### config.mk
export PLATFORM = sky130hd
export DESIGN_NAME = transfer_controller
export DESIGN_NICKNAME = d
export VERILOG_FILES = /design/src/chan_cfg_pkg.sv /design/src/transfer_controller.sv
export VERILOG_INCLUDE_DIRS = /design/src
export SDC_FILE = /design/constraint.sdc
export NUM_CORES = 1
export LEC_CHECK = 0
export BUFFER_PORTS_ARGS = -buffer_cell sky130_fd_sc_hd__buf_2
export CORE_MARGIN = 1.5
export CORE_UTILIZATION = 56
export DETAILED_ROUTE_END_ITERATION = 12
export GPL_ROUTABILITY_DRIVEN = 0
export PLACE_DENSITY = 0.88
export SETUP_SLACK_MARGIN = 0.2
export SLEW_MARGIN = 10
export SYNTH_ARGS = -nofsm -noshare
export SYNTH_HDL_FRONTEND = slang
export SYNTH_SLANG_ARGS = --single-unit
export TNS_END_PERCENT = 30
### constraint.sdc
create_clock -name clk -period 6.77 [get_ports clk]
set_clock_uncertainty 0.15 [all_clocks]
set_input_delay 1.0155 -clock clk [delete_from_list [all_inputs] [get_ports clk]]
set_output_delay 1.0155 -clock clk [all_outputs]
set_load 0.02 [all_outputs]
### src/chan_cfg_consts.svh
`ifndef CHAN_CFG_CONSTS_SVH
`define CHAN_CFG_CONSTS_SVH
// ==========================================
// address map (register field codes on avs_address[3:2])
`define HALF_MEM 2'h0
`define HALF_IO 2'h1
`define HALF_CNT 2'h2
`define HALF_CTL 2'h3
`define GRP_HIGH 2'h0
`define GRP_LOW 2'h1
`define GRP_STAT 2'h2
// ==========================================
// channel_control fields
`define CTL_SIZE 7
`define CTL_DEC 6
`define CTL_RPT 5
`define CTL_DIR 4
`define CTL_SINGLE 3
`define CTL_IDLE 2
`define CTL_RST 16'h0000
// ==========================================
// group_control_high fields
`define GRP_MSTOP 2
`define FAE_RST 2'h0
`define MSTOP_RST 1'b1
// ==========================================
// address forming
`define IO_HIGH 8'hff
`define STEP_BYTE 24'h000001
`define STEP_WORD 24'h000002
`define INT_SRC_DEF 11
`endif

### src/chan_cfg_pkg.sv
package chan_cfg_pkg;
  typedef enum logic [3:0] {
    ST_IDLE = 4'b0001,
    ST_LOAD = 4'b0010,
    ST_WAIT = 4'b0100,
    ST_UPD = 4'b1000
  } state_t;
  typedef enum logic [1:0] {
    SRC_AUTO = 2'h0,
    SRC_EXT = 2'h1,
    SRC_INT = 2'h2,
    SRC_OFF = 2'h3
  } act_src_t;
endpackage

### src/transfer_controller.sv
// What this block does
// - short mode gives up to four independent half channels A and B.
// - full mode gives at most two channels, each joining halves A and B.
// - short dual transfers use a 24-bit memory side and a 16-bit io side.
// - single-address transfers use one 24-bit address and one bus cycle.
// - short channels run sequential, idle or repeat variants.
// - full mode uses 24-bit source and destination, normal or block.
// - 16-Mbyte direct addressing; unit is byte or 16-bit word.
// - start by internal event, external request or auto-request.
// - internal sources: six timer events, four serial events, converter end.
// - per pair a request input, acknowledge output and end output.
// - full-address enable bit per pair: 0 independent, 1 combined.
// - each short half has memory, io, counter and control registers.
// - full mode: A counter counts transfers, B counts blocks; io unused.
// - memory pointer 32 bits in two halves; top 8 bits read zero.
// - memory pointers are not touched by reset or standby.
// - short mode direction bit makes memory pointer source or destination.
// - full mode A pointer is source, B pointer is destination.
// - memory pointer steps after every byte or word transferred, except in idle mode or on a repeat restore.
// - module-stop setting halts the controller.
// - io address is ff in upper 8 bits and never steps.
// - pointer step is 1 for bytes and 2 for words.
// - counter decrements per transfer; outside repeat and block modes, at zero enable clears and run ends.
`timescale 1ns/1ps
`include "chan_cfg_consts.svh"

module transfer_controller #(
  parameter int INT_SRC = `INT_SRC_DEF
) (
  // clock and reset
  input wire logic clk,
  input wire logic sys_rst,
  // avalon-mm slave
  input wire logic [6:0] avs_address,
  input wire logic avs_read,
  input wire logic avs_write,
  input wire logic [31:0] avs_writedata,
  input wire logic [3:0] avs_byteenable,
  output logic [31:0] avs_readdata,
  output logic avs_waitrequest,
  // external pins
  input wire logic xfer_request_in_0,
  input wire logic xfer_request_in_1,
  output logic xfer_acknowledge_out_0,
  output logic xfer_acknowledge_out_1,
  output logic xfer_end_out_0,
  output logic xfer_end_out_1,
  // internal activation events
  input wire logic [INT_SRC-1:0] int_evt,
  // bus arbiter side
  output logic xfer_req,
  output logic [23:0] xfer_src_addr,
  output logic [23:0] xfer_dst_addr,
  output logic xfer_word,
  output logic xfer_single,
  input wire logic xfer_done
);
  import chan_cfg_pkg::*;

  if (INT_SRC < 1 || INT_SRC > 15) begin : g_chk
    $error("INT_SRC must be 1 to 15");
  end

  // ==========================================
  // storage
  logic [23:0] mar_q [4];
  logic [23:0] mar_start_q [4];
  logic [15:0] io_q [4];
  logic [15:0] cnt_q [4];
  logic [15:0] ctl_q [4];
  logic [1:0] fae_q;
  logic mstop_q;
  logic [3:0] en_q;
  logic [3:0] pend_q;
  logic [3:0] trig;
  state_t state_q;
  logic [1:0] cur_q;
  logic waitreq_q;
  logic [31:0] rdata_q;
  logic req_q;
  logic [23:0] src_q;
  logic [23:0] dst_q;
  logic word_q;
  logic single_q;
  logic [1:0] ack_q;
  logic [1:0] end_q;

  // ==========================================
  // bus slave
  logic wr_go;
  logic rd_go;
  logic grp_sel;
  logic [1:0] hidx;
  logic [1:0] fld;
  logic lo_en;
  logic hi_en;
  assign wr_go = avs_write & ~waitreq_q;
  assign rd_go = avs_read & waitreq_q;
  assign grp_sel = avs_address[6];
  assign hidx = avs_address[5:4];
  assign fld = avs_address[3:2];
  assign lo_en = |avs_byteenable[1:0];
  assign hi_en = |avs_byteenable[3:2];

  always_ff @(posedge clk) begin
    if (sys_rst) begin
      waitreq_q <= 1'b1;
    end else begin
      waitreq_q <= ~((avs_read | avs_write) & waitreq_q);
    end
  end

  always_ff @(posedge clk) begin
    if (sys_rst) begin
      rdata_q <= 32'h0;
    end else if (rd_go) begin
      rdata_q <= 32'h0;
      if (!grp_sel) begin
        case (fld)
          `HALF_MEM: rdata_q <= {8'h00, mar_q[hidx]};
          `HALF_IO: rdata_q <= {16'h0, io_q[hidx]};
          `HALF_CNT: rdata_q <= {16'h0, cnt_q[hidx]};
          default: rdata_q <= {16'h0, ctl_q[hidx]};
        endcase
      end else if (hidx == 2'h0) begin
        case (fld)
          `GRP_HIGH: rdata_q <= {29'h0, mstop_q, fae_q};
          `GRP_LOW: rdata_q <= {28'h0, en_q};
          `GRP_STAT: rdata_q <= {26'h0, pend_q, cur_q};
          default: rdata_q <= 32'h0;
        endcase
      end
    end
  end

  // ==========================================
  // group control
  logic grp_wr;
  assign grp_wr = wr_go & grp_sel & (hidx == 2'h0) & lo_en;

  always_ff @(posedge clk) begin
    if (sys_rst) begin
      fae_q <= `FAE_RST;
      mstop_q <= `MSTOP_RST;
    end else if (grp_wr && fld == `GRP_HIGH) begin
      fae_q <= avs_writedata[1:0];
      mstop_q <= avs_writedata[`GRP_MSTOP];
    end
  end

  // ==========================================
  // current half decode
  act_src_t c_src;
  logic [15:0] c_ctl;
  logic c_full;
  logic [1:0] partner;
  logic [23:0] step;
  logic [23:0] io_addr;
  logic rpt;
  logic blk;
  logic idle_md;
  logic [15:0] cnt;
  logic [7:0] lo_m1;
  logic wrap;
  logic [15:0] cnt_new;
  logic [15:0] blk_new;
  logic fin;
  logic restore;
  logic upd;

  assign c_ctl = ctl_q[cur_q];
  assign c_src = act_src_t'(c_ctl[1:0]);
  assign c_full = fae_q[cur_q[1]];
  assign partner = {cur_q[1], 1'b1};
  assign step = c_ctl[`CTL_SIZE] ? `STEP_WORD : `STEP_BYTE;
  assign io_addr = {`IO_HIGH, io_q[cur_q]};
  assign rpt = ~c_full & c_ctl[`CTL_RPT];
  assign idle_md = ~c_full & c_ctl[`CTL_IDLE] & ~rpt;
  assign blk = c_full & c_ctl[`CTL_RPT];
  assign upd = state_q == ST_UPD;
  assign cnt = cnt_q[cur_q];
  assign lo_m1 = cnt[7:0] - 8'h01;
  assign wrap = lo_m1 == 8'h00;
  assign blk_new = cnt_q[partner] - 16'h0001;
  assign restore = rpt & wrap;

  always_comb begin
    if (rpt || blk) begin
      cnt_new = wrap ? {cnt[15:8], cnt[15:8]} : {cnt[15:8], lo_m1};
      fin = blk & wrap & (blk_new == 16'h0000);
    end else begin
      cnt_new = cnt - 16'h0001;
      fin = cnt_new == 16'h0000;
    end
  end

  // ==========================================
  // per half registers and triggers
  logic [15:0] evt_pad;
  logic [1:0] ext_req;
  assign evt_pad = 16'(int_evt);
  assign ext_req = {xfer_request_in_1, xfer_request_in_0};

  for (genvar h = 0; h < 4; h++) begin : g_half
    logic wr_h;
    logic live;
    logic hit;
    logic mine;
    act_src_t src;
    assign wr_h = wr_go & ~grp_sel & (hidx == 2'(h));
    assign src = act_src_t'(ctl_q[h][1:0]);
    assign live = en_q[h] & ~(fae_q[h / 2] & (h % 2 == 1));
    assign hit = evt_pad[ctl_q[h][11:8]] & (ctl_q[h][11:8] < 4'(INT_SRC));
    assign mine = upd & ((cur_q == 2'(h)) | (c_full & (partner == 2'(h))));
    assign trig[h] = live & ((src == SRC_AUTO) |
                             ((src == SRC_EXT) & ext_req[h / 2]) |
                             ((src == SRC_INT) & pend_q[h]));

    always_ff @(posedge clk) begin
      if (sys_rst) begin
        pend_q[h] <= 1'b0;
      end else begin
        pend_q[h] <= (pend_q[h] & ~(upd & (cur_q == 2'(h)))) | hit;
      end
    end

    // pointer, io and counter keep contents through reset
    always_ff @(posedge clk) begin
      if (wr_h && fld == `HALF_MEM) begin
        if (lo_en) begin
          mar_q[h][15:0] <= avs_writedata[15:0];
          mar_start_q[h][15:0] <= avs_writedata[15:0];
        end
        if (hi_en) begin
          mar_q[h][23:16] <= avs_writedata[23:16];
          mar_start_q[h][23:16] <= avs_writedata[23:16];
        end
      end else if (mine) begin
        if (restore) begin
          mar_q[h] <= mar_start_q[h];
        end else if (!idle_md) begin
          mar_q[h] <= c_ctl[`CTL_DEC] ? mar_q[h] - step : mar_q[h] + step;
        end
      end
    end

    always_ff @(posedge clk) begin
      if (wr_h && fld == `HALF_IO && lo_en) begin
        io_q[h] <= avs_writedata[15:0];
      end
    end

    always_ff @(posedge clk) begin
      if (wr_h && fld == `HALF_CNT && lo_en) begin
        cnt_q[h] <= avs_writedata[15:0];
      end else if (upd && cur_q == 2'(h)) begin
        cnt_q[h] <= cnt_new;
      end else if (upd && blk && wrap && partner == 2'(h)) begin
        cnt_q[h] <= blk_new;
      end
    end

    always_ff @(posedge clk) begin
      if (sys_rst) begin
        ctl_q[h] <= `CTL_RST;
      end else if (wr_h && fld == `HALF_CTL && lo_en) begin
        ctl_q[h] <= avs_writedata[15:0];
      end
    end
  end

  // enable cleared at end of run
  always_ff @(posedge clk) begin
    if (sys_rst) begin
      en_q <= 4'h0;
    end else if (grp_wr && fld == `GRP_LOW) begin
      en_q <= avs_writedata[3:0];
    end else if (upd && fin) begin
      en_q[cur_q] <= 1'b0;
    end
  end

  // ==========================================
  // sequencer
  logic [1:0] pick;
  always_comb begin
    pick = 2'h0;
    for (int i = 3; i >= 0; i--) begin
      if (trig[i]) begin
        pick = 2'(i);
      end
    end
  end

  always_ff @(posedge clk) begin
    if (sys_rst) begin
      state_q <= ST_IDLE;
      cur_q <= 2'h0;
    end else begin
      case (state_q)
        ST_IDLE: begin
          if (!mstop_q && |trig) begin
            cur_q <= pick;
            state_q <= ST_LOAD;
          end
        end
        ST_LOAD: state_q <= ST_WAIT;
        ST_WAIT: begin
          if (xfer_done) begin
            state_q <= ST_UPD;
          end
        end
        ST_UPD: state_q <= ST_IDLE;
        default: state_q <= ST_IDLE;
      endcase
    end
  end

  always_ff @(posedge clk) begin
    if (sys_rst) begin
      req_q <= 1'b0;
      src_q <= 24'h0;
      dst_q <= 24'h0;
      word_q <= 1'b0;
      single_q <= 1'b0;
    end else if (state_q == ST_LOAD) begin
      req_q <= 1'b1;
      // byte or word unit on 24-bit space
      word_q <= c_ctl[`CTL_SIZE];
      single_q <= ~c_full & c_ctl[`CTL_SINGLE];
      if (c_full) begin
        src_q <= mar_q[cur_q];
        dst_q <= mar_q[partner];
      end else if (c_ctl[`CTL_SINGLE]) begin
        src_q <= mar_q[cur_q];
        dst_q <= mar_q[cur_q];
      end else if (c_ctl[`CTL_DIR]) begin
        src_q <= io_addr;
        dst_q <= mar_q[cur_q];
      end else begin
        src_q <= mar_q[cur_q];
        dst_q <= io_addr;
      end
    end else if (state_q == ST_WAIT && xfer_done) begin
      req_q <= 1'b0;
    end
  end

  // acknowledge and end pins per pair
  always_ff @(posedge clk) begin
    if (sys_rst) begin
      ack_q <= 2'h0;
      end_q <= 2'h0;
    end else begin
      ack_q <= 2'h0;
      end_q <= 2'h0;
      if (state_q == ST_LOAD && !c_full && c_ctl[`CTL_SINGLE]) begin
        ack_q[cur_q[1]] <= 1'b1;
      end else if (state_q == ST_WAIT && !xfer_done) begin
        ack_q <= ack_q;
      end
      if (upd && fin) begin
        end_q[cur_q[1]] <= 1'b1;
      end
    end
  end

  assign avs_readdata = rdata_q;
  assign avs_waitrequest = waitreq_q;
  assign xfer_req = req_q;
  assign xfer_src_addr = src_q;
  assign xfer_dst_addr = dst_q;
  assign xfer_word = word_q;
  assign xfer_single = single_q;
  assign xfer_acknowledge_out_0 = ack_q[0];
  assign xfer_acknowledge_out_1 = ack_q[1];
  assign xfer_end_out_0 = end_q[0];
  assign xfer_end_out_1 = end_q[1];
endmodule

After elaboration in Yosys (flattened, before gate mapping) --
Memories as Yosys holds them, arrays and structs flattened. A register that Yosys moved wholly into a read port is not among the register bits. Index checks and enable logic that the tools add are counted.
Word-level totals: register bits after elaboration 105, bits in writable memories 384, input port bits 61, output and inout bits 88, word-level logic and storage cells 456, memories kept 5
Cells by class: $add $sub $neg 11, $lt $le $gt $ge 12, eq/ne operators 24, muxes and demuxes 201, bitwise logic cells 109, reductions and logical operators 76
Memories:
- mar_q | depth 4, bits a word 24, read ports 7, clocked after Yosys merged registers in 2, wr ports 4, RTL line transfer_controller.sv:66 | logic [23:0] mar_q [4];
- mar_start_q | depth 4, bits a word 24, read ports 4, clocked after Yosys merged registers in 0, wr ports 1, RTL line transfer_controller.sv:67 | logic [23:0] mar_start_q [4];
- cnt_q | depth 4, bits a word 16, read ports 3, clocked after Yosys merged registers in 2, wr ports 4, RTL line transfer_controller.sv:69 | logic [15:0] cnt_q [4];
- ctl_q | depth 4, bits a word 16, read ports 6, clocked after Yosys merged registers in 1, wr ports 4, RTL line transfer_controller.sv:70 | logic [15:0] ctl_q [4];
- io_q | depth 4, bits a word 16, read ports 2, clocked after Yosys merged registers in 1, wr ports 1, RTL line transfer_controller.sv:68 | logic [15:0] io_q [4];
Operators by type and width (count):
- $mux 16 | 23
- $mux 24 | 13
- $mux 1 | 113
- $add 24x2->24 | 4
- $sub 24x2->24 | 4
- $mux 8 | 9
- $pmux 24 s3 | 1
- $reduce_or 24->1 | 3
- $mux 2 | 28
- $and 1x1->1 | 51
- $reduce_or 16->1 | 3
- $logic_and 1x1->1 | 47
- $or 1x1->1 | 43
- $logic_not 16->1 | 2
- $mux 32 | 1
- $sub 16x1->16 const B | 2
- $eq 2x2->1 const B | 10
- $lt 4x5->1 const B | 4
- $pmux 6 s3 | 1
- $bmux 1 s4 | 4
- $logic_not 2->1 | 8
- $lt 4x4->1 const B | 4
- $mux 4 | 4
- $eq 2x1->1 const B | 7
- other kinds (24) | 44

Depth between registers and ports, before layout --
depth after elaboration 12, mapped depth 22, mapped depth without buffers 14

Least setup slack after synthesis --
No wires, ideal clock.
path type register -> register, start register (tool-made name), end memory mar_q[2][23] (data pin), setup time 269 ps, data arrival time 6384 ps, required time 6351 ps, path slack -34 ps, cell stages (with the launch flop) 20, buffers on the path 7, clock period less this slack 6804 ps, path through dfxtp_1 > buf_2 > buf_2 > buf_4 > buf_2 > buf_2 > buf_2 > mux4_2 > clkbuf_1 > nor2b_1 > ha_1 > nor2b_1 > o21a_1 > o21ai_0 > a31oi_1 > o211ai_1 > a211oi_1 > a2111oi_0 > xnor2_1 > mux2i_1
RTL lines (RTL line):
- end, declared | transfer_controller.sv:66

==> results summary <==
The run finished with clean final reports. Each instance of the synthesized netlist takes up on average 11.2 um^2. OpenSTA, run right after detailed placement, puts the worst setup slack at 1.27 ns. The number of cells traversed by the worst register-to-register path is 12. The headroom to the max-slew limit came out at 13.8%. The number of setup buffers added after CTS came out at 0. The chip height is 231 um. The total grt overflow is 0. The Yosys step of the flow raised 0 warnings. The path with the worst hold slack has its endpoint at xfer_dst_addr[23].

Sequential elements use 46.4% of the synthesized area. CTS saw 483 sinks. The CTS tree is yes.

Clock tree synthesis inserted a total of 46 buffers. The final number of setup-violating endpoints is 0. The number of hold violations in the final report came out at 0. In this run the standard cell core region covers 51,300 um^2. The buffer cell driving the clock tree root is sky130_fd_sc_hd__clkbuf_16.

The maximum number of pins on one net before global-route repair came out at 77. 149 I/O pins were placed. The top achievable clock speed came out at 173 MHz. The average vias per placed instance is 7.02.

The number of gates resized after CTS is 0. The worst hold path startpoint is xfer_dst_addr[23]. After detailed routing, the wire length on met1 is 29,800 um. The average wire per cell in the routed design is 26.6 um. The signal arrival time at the worst endpoint is 5.96 ns.

CTS built an H-tree with a depth of 2. The critical path required time came out at 6.95 ns. The count of flip-flops with a built-in enable after synthesis is 384. The final critical delay including setup and external delays is 5.78 ns. In this run the horizontal extent of the chip is 231 um.

Buffers placed on the I/O ports in this run total 130. The maximum fanout along the worst path came out at 57. The worst voltage drop across the vdd grid came out at 172 uV. The worst register-to-register path has a setup slack of 0.99 ns. The setup path with the least slack is of type register to register. The cell area that synthesis handed to floorplanning was 29,100 um^2.

Before antenna repair, the detailed router went through 7 iterations. Setup repair after global routing left no endpoint under its margin. The number of max-capacitance violations reported is 0.

The number of antenna violations at the first check in global routing came out at 18. The most used flip-flop cell after synthesis is sky130_fd_sc_hd__edfxtp_1. The total of flip-flops plus latches after synthesis is 483.

In the layout the commonest cells are 384 x sky130_fd_sc_hd__edfxtp_1, 247 x sky130_fd_sc_hd__nor2_1, 199 x sky130_fd_sc_hd__a21oi_1, 189 x sky130_fd_sc_hd__nand2_1, 171 x sky130_fd_sc_hd__mux2i_1. The number of placement rows came out at 83. The power per standard cell area came out at 206 nW/um^2. The die covers 53,300 um^2. Global routing used 32.9% of the available tracks. In this run the top signal layer used is met5. The proportion of layout cells with a drive suffix above 1 came out at 16.9%. The worst hold path passes through 2 cells.

After filler insertion, the fill cell instance count of the layout stands at 3,544. The worst setup path is launched from a register. The capture instance of the worst register-to-register path is mar_q[3][23].

The DRC violation count after routing is 0. The summed negative setup slack over all endpoints came out at 0 ns. The proportion of synthesized flip-flops having asynchronous set or reset came out at 0%.

The area growth from synthesis to layout is 9.54%. The count of non-filler cells in the finished layout came out at 3,373. The analysis attributes to cell leakage a power of 0.0115 uW. The final cycle utilization of the critical path came out at 85.4%. The number of design-rule violations left by the first detailed-router iteration came out at 4,264.

The amount of wire on met2 after detailed routing came out at 39,700 um. The routed via count is 23,700. The final antenna-violating net count came out at 0. The number of cells in the design after placement came out at 3,284. Leaving out fill and tap cells, the most frequent cell in the layout is sky130_fd_sc_hd__edfxtp_1. The path class of the lowest-slack min-delay path is register to register.

The worst setup path is captured at a register. The final worst setup slack is 0.988 ns. The sum of met3 wire segment lengths after detailed routing came out at 14,600 um. The number of max-slew violations in the final report is 0.

The half-perimeter wire length after detailed placement is 60,700 um. The deepest clock path buffer count came out at 3. Summed over all layers, the routed wires come to 89,800 um. The via count of the first global-routing pass is 22,800. The final-stage net count is 2,813.

The number of distinct library cells after synthesis is 77. The number of instances in the synthesized netlist is 2,595. The number of hold buffers added after CTS was 0. The transition time at the pin with the least slew margin came out at 1.29 ns.

The clock latency of the later-clocked register in the worst-skew pair came out at 0.60 ns. The clock transition at the registers of the reported paths is 0.07 ns. The initial utilization of the core area, before any placement, comes to 56.7%. The first global-routing pass estimated 134,000 um of wire.
==> synth_stat cells, types with 60 or more instances <==
library cell,n,share of area (%)
sky130_fd_sc_hd__o21ai_0,145,2.5
sky130_fd_sc_hd__nor2_1,253,3.3
sky130_fd_sc_hd__ha_1,96,4.1
sky130_fd_sc_hd__mux4_2,131,10
sky130_fd_sc_hd__clkbuf_1,110,1.4
sky130_fd_sc_hd__mux2i_1,172,5.9
sky130_fd_sc_hd__o211ai_1,60,1.5
sky130_fd_sc_hd__nand2_1,189,2.4
sky130_fd_sc_hd__edfxtp_1,384,40
sky130_fd_sc_hd__and2_1,67,1.4
sky130_fd_sc_hd__dfxtp_1,99,6.8
sky130_fd_sc_hd__nor3_1,66,1.1
sky130_fd_sc_hd__a21oi_1,199,3.4
==> worst max-delay path: stages, from the launching register on <==
cell,delay [ns]
sky130_fd_sc_hd__dfxtp_4,0.86
sky130_fd_sc_hd__mux4_4,0.87
sky130_fd_sc_hd__nor2b_1,0.87
sky130_fd_sc_hd__ha_1,0.41
sky130_fd_sc_hd__nor2b_1,0.17
sky130_fd_sc_hd__o31ai_1,0.58
sky130_fd_sc_hd__a211oi_1,0.21
sky130_fd_sc_hd__o211ai_1,0.32
sky130_fd_sc_hd__a31oi_1,0.25
sky130_fd_sc_hd__a211o_1,0.33
sky130_fd_sc_hd__a31oi_1,0.21
sky130_fd_sc_hd__xnor2_1,0.14
sky130_fd_sc_hd__mux2i_1,0.09
==> power breakdown <==
part	leakage, uW	total, uW	switching (uW)	internal [uW]
clock network	0.000785	2770	1190	1580
registers	0.00434	3240	20.2	3220
logic	0.00637	550	344	206
==> kinds of logic after synthesis <==
logic type / share of synthesized area [%]
other: 0.0129
AO/OA/AOI/OAI: 13.4
buffers and inverters: 2.94
adder cells (fa/ha/maj): 4.40
XOR/XNOR: 3.40
multiplexers: 17.6
flip-flops: 46.4
AND/OR/NAND/NOR: 11.7
==> layout make-up <==
| cell class | instances | area (um^2) | share of cell area, % |
|---|---|---|---|
| clock inverters | 25 | 323 | 1.01 |
| well taps | 680 | 851 | 2.67 |
| multi-input cells | 1917 | 14800 | 46.5 |
| repair buffers | 168 | 941 | 2.95 |
| inverters | 36 | 135 | 0.424 |
| diodes | 6 | 15.0 | 0.0471 |
| clock buffers | 58 | 1280 | 4.02 |
| flip-flops and latches | 483 | 13500 | 42.4 |
==> worst max-delay path by stage <==
stage,start,end,slack [ns],cells after the start
after floorplan,register,mar_q[3][22],1.06,19
after global placement,register,mar_q[3][22],1.44,12
after detailed placement,register,mar_q[3][22],1.27,12
after CTS,register,mar_q[3][22],1.08,12
after global routing,register,mar_q[3][22],0.80,12
final,register,mar_q[3][23],0.99,12
==> state kept, by name, summed over array words and instances (netlist names), 4 cells and up, named ones only <==
name           flops
mar_q             96
mar_start_q       96
cnt_q             64
ctl_q             64
io_q              64
avs_readdata      24
xfer_dst_addr     24
xfer_src_addr     24
en_q               4
pend_q             4
state_q            4
==> stage by stage <==
stage | hold WS (ns) | total power (uW) | utilization [%] | area (um^2)
6_report | 0.301 | 6560 | 62.1 | 31900
5_1_grt | 0.329 | 6680 | 62.1 | 31900
4_1_cts | 0.300 | 6520 | 62.1 | 31900
3_5_place_dp | 0.292 | 3820 | 59.0 | 30300
3_3_place_gp | 0.277 | 3790 | 59.0 | 30300
2_1_floorplan | 0.290 | 3650 | - | 29100
==> per-layer routing <==
layer  GRT usage [%]  vias to the layer above
li1                -                     9960
met1            42.0                    11100
met2            50.5                     2143
met3            9.71                      441
met4            17.8                       22
met5               0                        -
Power figures use the tool's default switching activity.
